File: config.mk
export PLATFORM = sky130hd
export DESIGN_NAME = ppds_port_ctrl
export DESIGN_NICKNAME = d
export VERILOG_FILES = /design/src/rtl/ppds_pkg.sv /design/src/rtl/ppds_port_ctrl.sv /design/src/rtl/ppds_lfsr.sv
export SDC_FILE = /design/constraint.sdc
export NUM_CORES = 1
export LEC_CHECK = 0
export BUFFER_PORTS_ARGS = -buffer_cell sky130_fd_sc_hd__buf_2
export CAP_MARGIN = 20
export CORE_ASPECT_RATIO = 0.6
export CORE_MARGIN = 3
export CORE_UTILIZATION = 66
export CTS_CLUSTER_DIAMETER = 150
export DETAILED_ROUTE_END_ITERATION = 8
export PLACE_DENSITY = 0.86
export REMOVE_ABC_BUFFERS = 1
export SLEW_MARGIN = 20
export SYNTH_ARGS = -nofsm -noshare
export SYNTH_HDL_FRONTEND = slang
export SYNTH_HIERARCHICAL = 1
export SYNTH_SLANG_ARGS = --single-unit
File: constraint.sdc
create_clock -name clk -period 25.1 [get_ports clk]
set_clock_uncertainty 0.15 [all_clocks]
set_input_delay 3.765 -clock clk [delete_from_list [all_inputs] [get_ports clk]]
set_output_delay 3.765 -clock clk [all_outputs]
set_load 0.02 [all_outputs]
File: src/rtl/ppds_pkg.sv
// Package for the per-port power detect and sleep control block.
// Assumes a 250 MHz clock; timer codes are decoded inside the main module.
package ppds_pkg;

  localparam int CLK_MHZ = 250;
  localparam int CYC_PER_MS = CLK_MHZ * 1000;

  // Detection status codes
  localparam logic [1:0] DET_SEARCH = 2'h0;
  localparam logic [1:0] DET_NEED_PWR = 2'h1;
  localparam logic [1:0] DET_TIMEOUT = 2'h2;

  // Times in milliseconds
  localparam int DET_LIMIT_MS = 1000;
  localparam int SLEEP_MS_0 = 1000;
  localparam int SLEEP_MS_1 = 2000;
  localparam int SLEEP_MS_2 = 3000;
  localparam int SLEEP_MS_3 = 4000;
  localparam int WAKE_MS_0 = 160;
  localparam int WAKE_MS_1 = 400;
  localparam int WAKE_MS_2 = 800;
  localparam int WAKE_MS_3 = 2000;
  localparam int LINK_TO_MS_0 = 1000;
  localparam int LINK_TO_MS_1 = 2000;
  localparam int LINK_TO_MS_2 = 3000;
  localparam int LINK_TO_MS_3 = 4000;
  localparam int RAND_LO_MS = 80;
  localparam int RAND_HI_MS = 60;
  localparam int RAND_SPAN_MS = RAND_LO_MS + RAND_HI_MS;

  // Reset values
  localparam logic [1:0] SLEEP_SEL_RST = 2'h1;
  localparam logic [15:0] LFSR_SEED = 16'hACE1;

  typedef enum logic [1:0] {
    PPDS_LOW_POWER = 2'b00,
    PPDS_WAKE = 2'b01,
    PPDS_NORMAL = 2'b10
  } ppds_pm_state_t;

endpackage : ppds_pkg

File: src/rtl/ppds_port_ctrl.sv
// One copper port; controls are plain ports, timers sized for 250 MHz.
// Assumes link, energy and loop-back inputs are synchronous to clk.
`timescale 1ns/100ps
module ppds_port_ctrl #(
  parameter int DET_LIMIT_CYC = ppds_pkg::DET_LIMIT_MS * ppds_pkg::CYC_PER_MS,
  parameter int MS_CYC = ppds_pkg::CYC_PER_MS,
  parameter logic [15:0] LFSR_SEED = ppds_pkg::LFSR_SEED
) (
  input wire logic clk,
  input wire logic rstn,
  input wire logic ce,
  input wire logic det_enable,
  input wire logic autoneg_enable,
  input wire logic pm_enable,
  input wire logic [1:0] sleep_sel,
  input wire logic [1:0] wake_sel,
  input wire logic [1:0] link_to_sel,
  input wire logic loopback_seen,
  input wire logic energy_detect,
  input wire logic link_up_in,
  input wire logic burst_done,
  input wire logic irq_flag_read,
  output logic [1:0] det_status,
  output logic det_irq_flag,
  output logic management_interrupt_out,
  output logic special_flp_tx,
  output logic autoneg_run,
  output logic link_status,
  output logic wake_burst_tx,
  output logic wake_pair_b,
  output logic digital_power_down,
  output logic [1:0] pm_state
);

  // Milliseconds to cycles, never below one
  function automatic logic [31:0] ms_to_cyc(input int ms);
    int c;
    c = ms * MS_CYC;
    if (c < 1) begin
      c = 1;
    end
    return c[31:0];
  endfunction : ms_to_cyc

  function automatic logic [31:0] pick4(input logic [1:0] s, input int a, input int b,
                                        input int c, input int d);
    int v;
    case (s)
      2'h0: v = a;
      2'h1: v = b;
      2'h2: v = c;
      default: v = d;
    endcase
    return ms_to_cyc(v);
  endfunction : pick4

  logic [1:0] det_status_r;
  logic [31:0] det_cnt_r;
  logic det_irq_r;
  logic mint_r;
  logic flp_r;
  logic an_run_r;
  logic link_r;
  logic link_seen_r;
  logic [31:0] pm_cnt_r;
  logic [31:0] pm_limit_r;
  logic [1:0] burst_cnt_r;
  logic pair_b_r;
  logic wake_tx_r;
  logic forced_stay_r;
  logic pd_r;
  ppds_pkg::ppds_pm_state_t pm_r;
  ppds_pkg::ppds_pm_state_t pm_nxt;
  logic [15:0] rnd;
  logic det_active;
  logic loop_evt;
  logic det_expire;
  logic pm_load_r;
  logic pm_expired;
  logic wake_entry;
  logic [31:0] sleep_base;
  logic [31:0] sleep_off;
  logic [31:0] sleep_dwell;

  ppds_lfsr #(
    .SEED(LFSR_SEED)
  ) u_lfsr (
    .clk(clk),
    .rstn(rstn),
    .ce(ce),
    .value(rnd)
  );

  assign det_active = det_enable && autoneg_enable && (det_status_r == ppds_pkg::DET_SEARCH);
  assign loop_evt = det_active && loopback_seen;
  assign det_expire = det_cnt_r >= 32'(DET_LIMIT_CYC - 1);
  assign pm_expired = pm_cnt_r >= pm_limit_r;
  assign wake_entry = pm_nxt == ppds_pkg::PPDS_WAKE && pm_r != ppds_pkg::PPDS_WAKE;

  // Detection status machine
  always_ff @(posedge clk or negedge rstn) begin
    if (!rstn) begin
      det_status_r <= ppds_pkg::DET_SEARCH;
      det_cnt_r <= 32'h0000_0000;
    end else if (ce) begin
      if (!det_enable) begin
        det_status_r <= ppds_pkg::DET_SEARCH;
        det_cnt_r <= 32'h0000_0000;
      end else if (det_active) begin
        if (loopback_seen) begin
          det_status_r <= ppds_pkg::DET_NEED_PWR;
        end else if (det_expire) begin
          det_status_r <= ppds_pkg::DET_TIMEOUT;
        end else begin
          det_cnt_r <= det_cnt_r + 32'h0000_0001;
        end
      end else if (det_status_r == ppds_pkg::DET_TIMEOUT && link_seen_r && !link_up_in) begin
        det_status_r <= ppds_pkg::DET_SEARCH;
        det_cnt_r <= 32'h0000_0000;
      end
    end
  end

  always_ff @(posedge clk or negedge rstn) begin
    if (!rstn) begin
      flp_r <= 1'b0;
    end else if (ce) begin
      // Stop with the expiring edge so pulses never outlive the search
      flp_r <= det_active && !loopback_seen && !det_expire;
    end
  end

  // sticky flag, set beats read clear
  always_ff @(posedge clk or negedge rstn) begin
    if (!rstn) begin
      det_irq_r <= 1'b0;
    end else if (ce) begin
      if (loop_evt) begin
        det_irq_r <= 1'b1;
      end else if (irq_flag_read) begin
        det_irq_r <= 1'b0;
      end
    end
  end

  // interrupt raised and dropped with flag
  always_ff @(posedge clk or negedge rstn) begin
    if (!rstn) begin
      mint_r <= 1'b0;
    end else if (ce) begin
      if (loop_evt) begin
        mint_r <= 1'b1;
      end else if (irq_flag_read) begin
        mint_r <= 1'b0;
      end
    end
  end

  always_ff @(posedge clk or negedge rstn) begin
    if (!rstn) begin
      an_run_r <= 1'b0;
      link_r <= 1'b0;
    end else if (ce) begin
      an_run_r <= autoneg_enable && (!det_enable || det_status_r == ppds_pkg::DET_TIMEOUT)
                  && pm_r == ppds_pkg::PPDS_NORMAL;
      link_r <= link_up_in && pm_r == ppds_pkg::PPDS_NORMAL;
    end
  end

  // remember link to spot its failure
  always_ff @(posedge clk or negedge rstn) begin
    if (!rstn) begin
      link_seen_r <= 1'b0;
    end else if (ce) begin
      if (det_status_r != ppds_pkg::DET_TIMEOUT || !link_up_in) begin
        link_seen_r <= 1'b0;
      end else begin
        link_seen_r <= 1'b1;
      end
    end
  end

  always_comb begin
    sleep_base = pick4(sleep_sel, ppds_pkg::SLEEP_MS_0, ppds_pkg::SLEEP_MS_1,
                       ppds_pkg::SLEEP_MS_2, ppds_pkg::SLEEP_MS_3);
    sleep_off = ms_to_cyc(32'(rnd) % ppds_pkg::RAND_SPAN_MS);
    sleep_dwell = sleep_base + sleep_off - ms_to_cyc(ppds_pkg::RAND_LO_MS);
  end

  always_comb begin
    pm_nxt = pm_r;
    case (pm_r)
      ppds_pkg::PPDS_LOW_POWER: begin
        if (energy_detect) begin
          pm_nxt = ppds_pkg::PPDS_NORMAL;
        end else if (pm_expired) begin
          pm_nxt = ppds_pkg::PPDS_WAKE;
        end
      end
      ppds_pkg::PPDS_WAKE: begin
        if (energy_detect) begin
          pm_nxt = ppds_pkg::PPDS_NORMAL;
        // back to sleep after wake window
        end else if (pm_expired) begin
          pm_nxt = ppds_pkg::PPDS_LOW_POWER;
        end
      end
      ppds_pkg::PPDS_NORMAL: begin
        if (!forced_stay_r && !link_up_in && pm_expired) begin
          pm_nxt = ppds_pkg::PPDS_LOW_POWER;
        end
      end
      default: pm_nxt = ppds_pkg::PPDS_LOW_POWER;
    endcase
    if (!pm_enable) begin
      pm_nxt = ppds_pkg::PPDS_NORMAL;
    end
  end

  always_ff @(posedge clk or negedge rstn) begin
    if (!rstn) begin
      pm_r <= ppds_pkg::PPDS_LOW_POWER;
    end else if (ce) begin
      pm_r <= pm_nxt;
    end
  end

  // Reset leaves no real dwell; force a load on the first enabled cycle
  always_ff @(posedge clk or negedge rstn) begin
    if (!rstn) begin
      pm_load_r <= 1'b1;
    end else if (ce) begin
      pm_load_r <= 1'b0;
    end
  end

  // Dwell counter, reloaded on every state change
  always_ff @(posedge clk or negedge rstn) begin
    if (!rstn) begin
      pm_cnt_r <= 32'h0000_0000;
      pm_limit_r <= 32'h0000_0001;
    end else if (ce) begin
      if (pm_load_r || pm_nxt != pm_r || (pm_r == ppds_pkg::PPDS_NORMAL && link_up_in)) begin
        pm_cnt_r <= 32'h0000_0000;
        case (pm_nxt)
          ppds_pkg::PPDS_LOW_POWER: pm_limit_r <= sleep_dwell;
          ppds_pkg::PPDS_WAKE: pm_limit_r <= pick4(wake_sel, ppds_pkg::WAKE_MS_0,
            ppds_pkg::WAKE_MS_1, ppds_pkg::WAKE_MS_2, ppds_pkg::WAKE_MS_3);
          default: pm_limit_r <= pick4(link_to_sel, ppds_pkg::LINK_TO_MS_0,
            ppds_pkg::LINK_TO_MS_1, ppds_pkg::LINK_TO_MS_2, ppds_pkg::LINK_TO_MS_3);
        endcase
      end else if (pm_cnt_r < pm_limit_r) begin
        pm_cnt_r <= pm_cnt_r + 32'h0000_0001;
      end
    end
  end

  // forced mode holds normal after arrival
  // autoneg off in normal pins the state
  always_ff @(posedge clk or negedge rstn) begin
    if (!rstn) begin
      forced_stay_r <= 1'b0;
    end else if (ce) begin
      if (autoneg_enable) begin
        forced_stay_r <= 1'b0;
      end else if (pm_nxt == ppds_pkg::PPDS_NORMAL) begin
        forced_stay_r <= 1'b1;
      end
    end
  end

  // up to three bursts, alternating pairs
  always_ff @(posedge clk or negedge rstn) begin
    if (!rstn) begin
      burst_cnt_r <= 2'h0;
      pair_b_r <= 1'b0;
      wake_tx_r <= 1'b0;
    end else if (ce) begin
      if (pm_nxt != ppds_pkg::PPDS_WAKE) begin
        burst_cnt_r <= 2'h0;
        pair_b_r <= 1'b0;
        wake_tx_r <= 1'b0;
      end else if (wake_entry) begin
        wake_tx_r <= 1'b1;
      end else if (burst_done && wake_tx_r) begin
        burst_cnt_r <= burst_cnt_r + 2'h1;
        pair_b_r <= !pair_b_r;
        wake_tx_r <= (burst_cnt_r != 2'h2);
      end
    end
  end

  // only datapath gated; interrupt logic stays clocked
  always_ff @(posedge clk or negedge rstn) begin
    if (!rstn) begin
      pd_r <= 1'b1;
    end else if (ce) begin
      pd_r <= pm_nxt != ppds_pkg::PPDS_NORMAL;
    end
  end

  assign det_status = det_status_r;
  assign det_irq_flag = det_irq_r;
  assign management_interrupt_out = mint_r;
  assign special_flp_tx = flp_r;
  assign autoneg_run = an_run_r;
  assign link_status = link_r;
  assign wake_burst_tx = wake_tx_r;
  assign wake_pair_b = pair_b_r;
  assign digital_power_down = pd_r;
  assign pm_state = pm_r;

endmodule : ppds_port_ctrl

File: src/rtl/ppds_lfsr.sv
// Free-running 16-bit pseudo-random source for sleep offsets.
// Assumes one clock, asynchronous active-low reset and a clock enable.
`timescale 1ns/100ps
module ppds_lfsr #(
  parameter logic [15:0] SEED = ppds_pkg::LFSR_SEED
) (
  input wire logic clk,
  input wire logic rstn,
  input wire logic ce,
  output logic [15:0] value
);

  logic [15:0] lfsr_r;

  always_ff @(posedge clk or negedge rstn) begin
    if (!rstn) begin
      lfsr_r <= ppds_pkg::LFSR_SEED;
    end else if (ce) begin
      lfsr_r <= {lfsr_r[14:0], lfsr_r[15] ^ lfsr_r[13] ^ lfsr_r[12] ^ lfsr_r[10]};
    end
  end

  assign value = lfsr_r ^ SEED ^ ppds_pkg::LFSR_SEED;

endmodule : ppds_lfsr

==> results of run 1 <==
==> per-stage QoR <==
| stage | utilization | worst slack [ns] |
|---|---|---|
| after floorplan | - | 6.58 |
| after global placement | 0.696 | 5.29 |
| after detailed placement | 0.696 | 4.37 |
| after CTS | 0.718 | 4.26 |
| after global routing | 0.718 | 2.18 |
| final | 0.718 | 3.77 |
==> flip-flops by register name, summed over array words and instances (netlist names), 2 cells and up <==
| name | cells |
|---|---|
| burst_cnt_r | 2 |
| det_cnt_r | 32 |
| det_status | 2 |
| pm_cnt_r | 32 |
| pm_limit_r | 30 |
| pm_state | 2 |
| u_lfsr/lfsr_r | 16 |
==> area by class of cell <==
| class | instances | area, µm² |
|---|---|---|
| antenna | 1 | 2.50 |
| clock buffer | 18 | 439 |
| clock inverter | 14 | 145 |
| fill | 2008 | 7600 |
| inverter | 244 | 916 |
| multi-input combinational | 1757 | 14000 |
| sequential | 126 | 3170 |
| tap | 360 | 450 |
| timing repair buffer | 35 | 195 |
==> path summary, 6_finish.rpt <==
| check | start | to | slack (ns) | cells past startpoint |
|---|---|---|---|---|
| min reg2reg | pm_load_r | pm_load_r | 0.34 | 1 |
| max in group asynchronous | rstn | pm_limit_r[25] | 20.19 | 2 |
| min | pm_load_r | pm_load_r | 0.34 | 1 |
| min in group asynchronous | rstn | det_cnt_r[26] | 3.21 | 1 |
| max reg2reg | u_lfsr/lfsr_r[14] | pm_limit_r[30] | 3.77 | 88 |
| max | u_lfsr/lfsr_r[14] | pm_limit_r[30] | 3.77 | 88 |
==> worst reg2reg max path: cells and delay by family (launching register included) <==
family	cells	cell delay (ns)
compound gates	49	10.31
xor+xnor	7	2.13
fa+ha+maj	11	3.66
buf+inv	3	0.13
flops	1	0.52
simple gates	18	4.27
==> cell families after synthesis <==
group | Yosys count | synth area share
fa+ha+maj | 370 | 0.281
simple gates | 677 | 0.183
xor+xnor | 172 | 0.0821
buf+inv | 322 | 0.0694
other cells | 1 | 0.000203
flops | 126 | 0.172
compound gates | 499 | 0.189
mux | 35 | 0.0239
==> cell usage in the layout (no fill, tap or decap), types with 12 or more instances in the layout <==
cell,netlist,layout
and2_1,23,23
xnor2_1,107,107
ha_1,291,291
or2_2,13,13
nand2_1,143,143
a21o_1,17,17
a221oi_1,18,18
o21a_1,13,13
nand3_1,57,57
and3_1,17,17
a21oi_1,130,130
a22oi_1,14,14
nor2_1,213,213
dfrtp_1,115,115
inv_1,241,241
o221ai_1,12,12
o21bai_1,30,30
nor4_1,13,13
nor3_1,35,35
clkbuf_16,0,17
mux2_4,13,13
o21ai_1,12,12
xor2_1,64,64
o21ai_0,89,89
nor2b_1,30,28
fa_1,75,75
nand4_1,22,22
nand2b_1,49,49
a31oi_1,20,20
buf_2,12,27
==> per-layer routing <==
metal,global-route usage,up-vias,wire [µm],share of wire
met2,0.451,834,19600,0.40
met5,0,-,0,0
li1,-,7682,-,-
met4,0.0536,0,511,0.010
met3,0.102,61,5820,0.12
met1,0.490,7817,22900,0.47
==> run metrics, run 1 <==
status complete, no violations; htree depth 4; Rel. slew slack 0.213; WL final roughly 49 mm; worst slew pin tran roughly 1.2 ns; Synth area leaders ha_1, dfrtp_1, fa_1, xnor2_1, inv_1; RD Place Congestion roughly 1.0; hpwl dp about 38 mm; family with the most delay on the worst path compound AO/OA/AOI/OAI gates; CTS buffer count 17; Post-CTS Setup Repair Bufs 0; Via Count ~16,000; final hold vios 0; WHS 0.337 ns; DR pass1 iterations 8; later-pin clock latency in the skew report between 0.4 and 0.5 ns; Core ar. between 20,000 and 30,000 µm²; vias per cell ~6.4; Slowest-stage cell, CP xnor2_1; Reg clk slew, reported paths 0.07 ns; post-route cell area slightly below 20,000 µm²; CTS Hold Bufs 0; Die X roughly 220 µm; Crit. End Element register; Placed Cells 2,522; Seq/Total Area, Yosys 0.172; initial core utilization 0.685; area grow syn2layout 4.81%; initial antenna violation count 1; Synth top area share 0.197; number of synthesized flops with an enable pin 0; DR WL/cell around 19 µm; top_reg_cell synth dfrtp_1; GRT Resource Usage Total 0.322; Post-CTS Resized 0; Worst Setup Start Kind register; first-pass GRT wire length ~79 mm; final setup fails 0; Mapped Area 18,500 µm²; dominant cell type by area after synthesis ha_1; Die ar. 30,100 µm²; cell area after placement 18,800 µm²; Congestion Overflow GR 0; CP dominant cell by count a21oi_1; CTS Root Cell clkbuf_16; CP required between 20 and 30 ns; vias in the first global route 15,319; FFs w/ async S/R, synth 1.00; DRT antenna net count 0; worst path bufs/invs 3; Netlist cell types about 110; fin. max-slew vios 0; Final #Nets around 2,600; ranking of synthesized cells by instance count ha_1, inv_1, nor2_1; setup tns final 0 ns; crit-path max FO 26; register bit count reported by yosys 126; maximum root-to-sink buffer count 2; worst hold path type reg -> reg; period utilization 0.850; Clock Sinks roughly 130; layout cells sized above 1 0.0729; most common cell in the netlist ha_1; final cell count without fillers ~2,600; max-cap violations 0; Post-Syn Area per Cell 8.38 µm²; CTS tree yes; Post-Synthesis Cells ~2,200; Crit Path Class reg -> reg; die height 136 µm; Worst Path Arrival between 20 and 25 ns; crit path time final between 20 and 25 ns; Fmax ~47 MHz; row count 46; RSZ-0062 raised after global routing no; largest net degree at the start of global routing between 90 and 100; DRT iter0 DRCs between 2,000 and 2,500; CP max stage delay a little under 0.7 ns; PortBufs 28; YS warnings 6; DR DRC count 0; Ports 29
Power of run 1 is not shown: default switching activity piles up to over one toggle a cycle in this logic, so the estimate is an artifact.
==> run 2, diff against run 1 <==
==> constraint.sdc (replaced) <==
create_clock -name clk -period 21.9 [get_ports clk]
set_clock_uncertainty 0.15 [all_clocks]
set_input_delay 3.285 -clock clk [delete_from_list [all_inputs] [get_ports clk]]
set_output_delay 3.285 -clock clk [all_outputs]
set_load 0.02 [all_outputs]
==> run 2 against run 1 <==
Compared with the run above:
- worst setup slack got worse by 2.2 ns
- global-route usage rose by 0.49 points
- wire length rose by 1.7%
- sequential share of layout area fell by 0.19 points
- core utilization rose by 0.86 points
- count of clock-buffer cells in the layout rose by 2
- register-to-register slack got worse by 2.2 ns
- non-clock buffer count rose by 4
- fmax rose by 4.9%
- largest cell class unchanged
- highest routed layer unchanged
==> run metrics, run 2 (synthesized netlist as in run 1, its figures left out) <==
status complete, no violations; layout cells sized above 1 0.0855 (+0.0126); Worst Path Arrival 20.44 ns (-1.01 ns); period utilization 0.928 (+0.0786); Core ar. 26,900 µm² (unchanged); CP max stage delay 0.55 ns (-0.14 ns); Die ar. 30,100 µm² (unchanged); Setup WS post-layout 1.57 ns (-2.20 ns); CTS Root Cell clkbuf_16; later-pin clock latency in the skew report 0.42 ns (about the same); WL final 49.7 mm (+1.7%); Reg clk slew, reported paths 0.06 ns (about the same); Crit. End Element register; worst slack, placed 1.35 ns (-3.02 ns); largest net degree at the start of global routing 91 (unchanged); CTS buffer count 17 (unchanged); initial core utilization 0.685 (unchanged); setup tns final 0 ns (unchanged); DRT iter0 DRCs 2,150 (+5.6%); Clock Sinks 126 (unchanged); maximum root-to-sink buffer count 2 (unchanged); Fmax 49.2 MHz (+4.9%); Placed Cells 2,523 (+0.040%); PortBufs 28 (unchanged); final cell count without fillers 2,560 (+0.20%); Die X 222 µm (unchanged); area grow syn2layout 6.08%; CTS tree yes; final hold vios 0 (unchanged); RD Place Congestion 1.02 (+1.4%); Congestion Overflow GR 0 (unchanged); fin. max-slew vios 0 (unchanged); Top Registers det_cnt_r (32), pm_cnt_r (32), pm_limit_r (30); RSZ-0062 raised after global routing no; Via Count 16,574 (+1.1%); CP dominant cell by count a21oi_1; crit path time final 20.33 ns (-0.998 ns); initial antenna violation count 2 (+1); DR WL/cell 19.4 µm (+1.5%); CP required 22.01 ns (-3.21 ns); Final #Nets 2,569 (+0.20%); GRT Resource Usage Total 0.327 (+0.00488); final setup fails 0 (unchanged); hpwl dp 38.7 mm (+0.52%); Slowest-stage cell, CP dfrtp_1; Crit Path Class reg -> reg; WHS 0.335 ns (-0.00179 ns); crit-path max FO 26 (unchanged); DR DRC count 0 (unchanged); most frequent cells in the layout ha_1, inv_1, nor2_1; most common cell after layout, fill and taps aside ha_1; Rel. slew slack 0.364 (+0.152); DR pass1 iterations 6 (-2); htree depth 4 (unchanged); DRT antenna net count 0 (unchanged); vias per cell 6.47 (+0.90%); first-pass GRT wire length 80.5 mm (+1.4%); vias in the first global route 15,646 (+2.1%); Worst Setup Start Kind register; Ports 29 (unchanged); row count 46 (unchanged); die height 136 µm (unchanged); worst slew pin tran 0.953 ns (-0.228 ns); max-cap violations 0 (unchanged); worst hold path type reg -> reg
run 2: area by class of cell:
cell class	count	area, µm²
sequential	126	3170
tap	360	450
inverter	244	916
antenna	1	2.50
clock inverter	12	135
clock buffer	20	457
multi-input combinational	1758	14200
timing repair buffer	39	238
fill	1981	7360
run 2: worst paths after layout:
check / startpoint / depth (start not counted) / to / slack, ns
setup reg to reg: u_lfsr/lfsr_r[14] / 89 / pm_limit_r[30] / 1.57
setup / recovery: u_lfsr/lfsr_r[14] / 89 / pm_limit_r[30] / 1.57
min in group asynchronous: rstn / 1 / det_cnt_r[25] / 2.74
max in group asynchronous: rstn / 2 / pm_limit_r[11] / 17.46
hold / removal: pm_load_r / 1 / pm_load_r / 0.33
hold reg to reg: pm_load_r / 1 / pm_load_r / 0.33
run 2: repair_timing:
item,4_1_cts,5_1_grt
setup buffers,0,3
setup endpoints to repair,0,9
resized for setup,0,31
hold buffers,0,0
hold endpoints to repair,0,0
run 2: worst max-delay path, delay by kind of cell, from the launching register on:
kind | cells | cell delay (ns)
AND/OR/NAND/NOR | 18 | 3.78
buffers and inverters | 3 | 0.16
AO/OA/AOI/OAI | 51 | 10.38
multiplexers | 1 | 0.37
flip-flops | 1 | 0.55
XOR/XNOR | 5 | 0.99
adder cells (fa/ha/maj) | 11 | 3.76
run 2: metal layers:
layer	vias up	wire, µm	global-route usage
met5	-	0	0
met4	0	622	0.0557
met3	69	6020	0.0955
met2	912	20200	0.466
met1	7899	22800	0.496
li1	7694	-	-
run 2: metrics by stage:
stage / util / area [µm²]
2_1_floorplan: - / 18100
6_report: 0.727 / 19600
3_3_place_gp: 0.696 / 18800
3_5_place_dp: 0.696 / 18800
4_1_cts: 0.718 / 19400
5_1_grt: 0.727 / 19600
Power of run 2 is left out for the same reason.
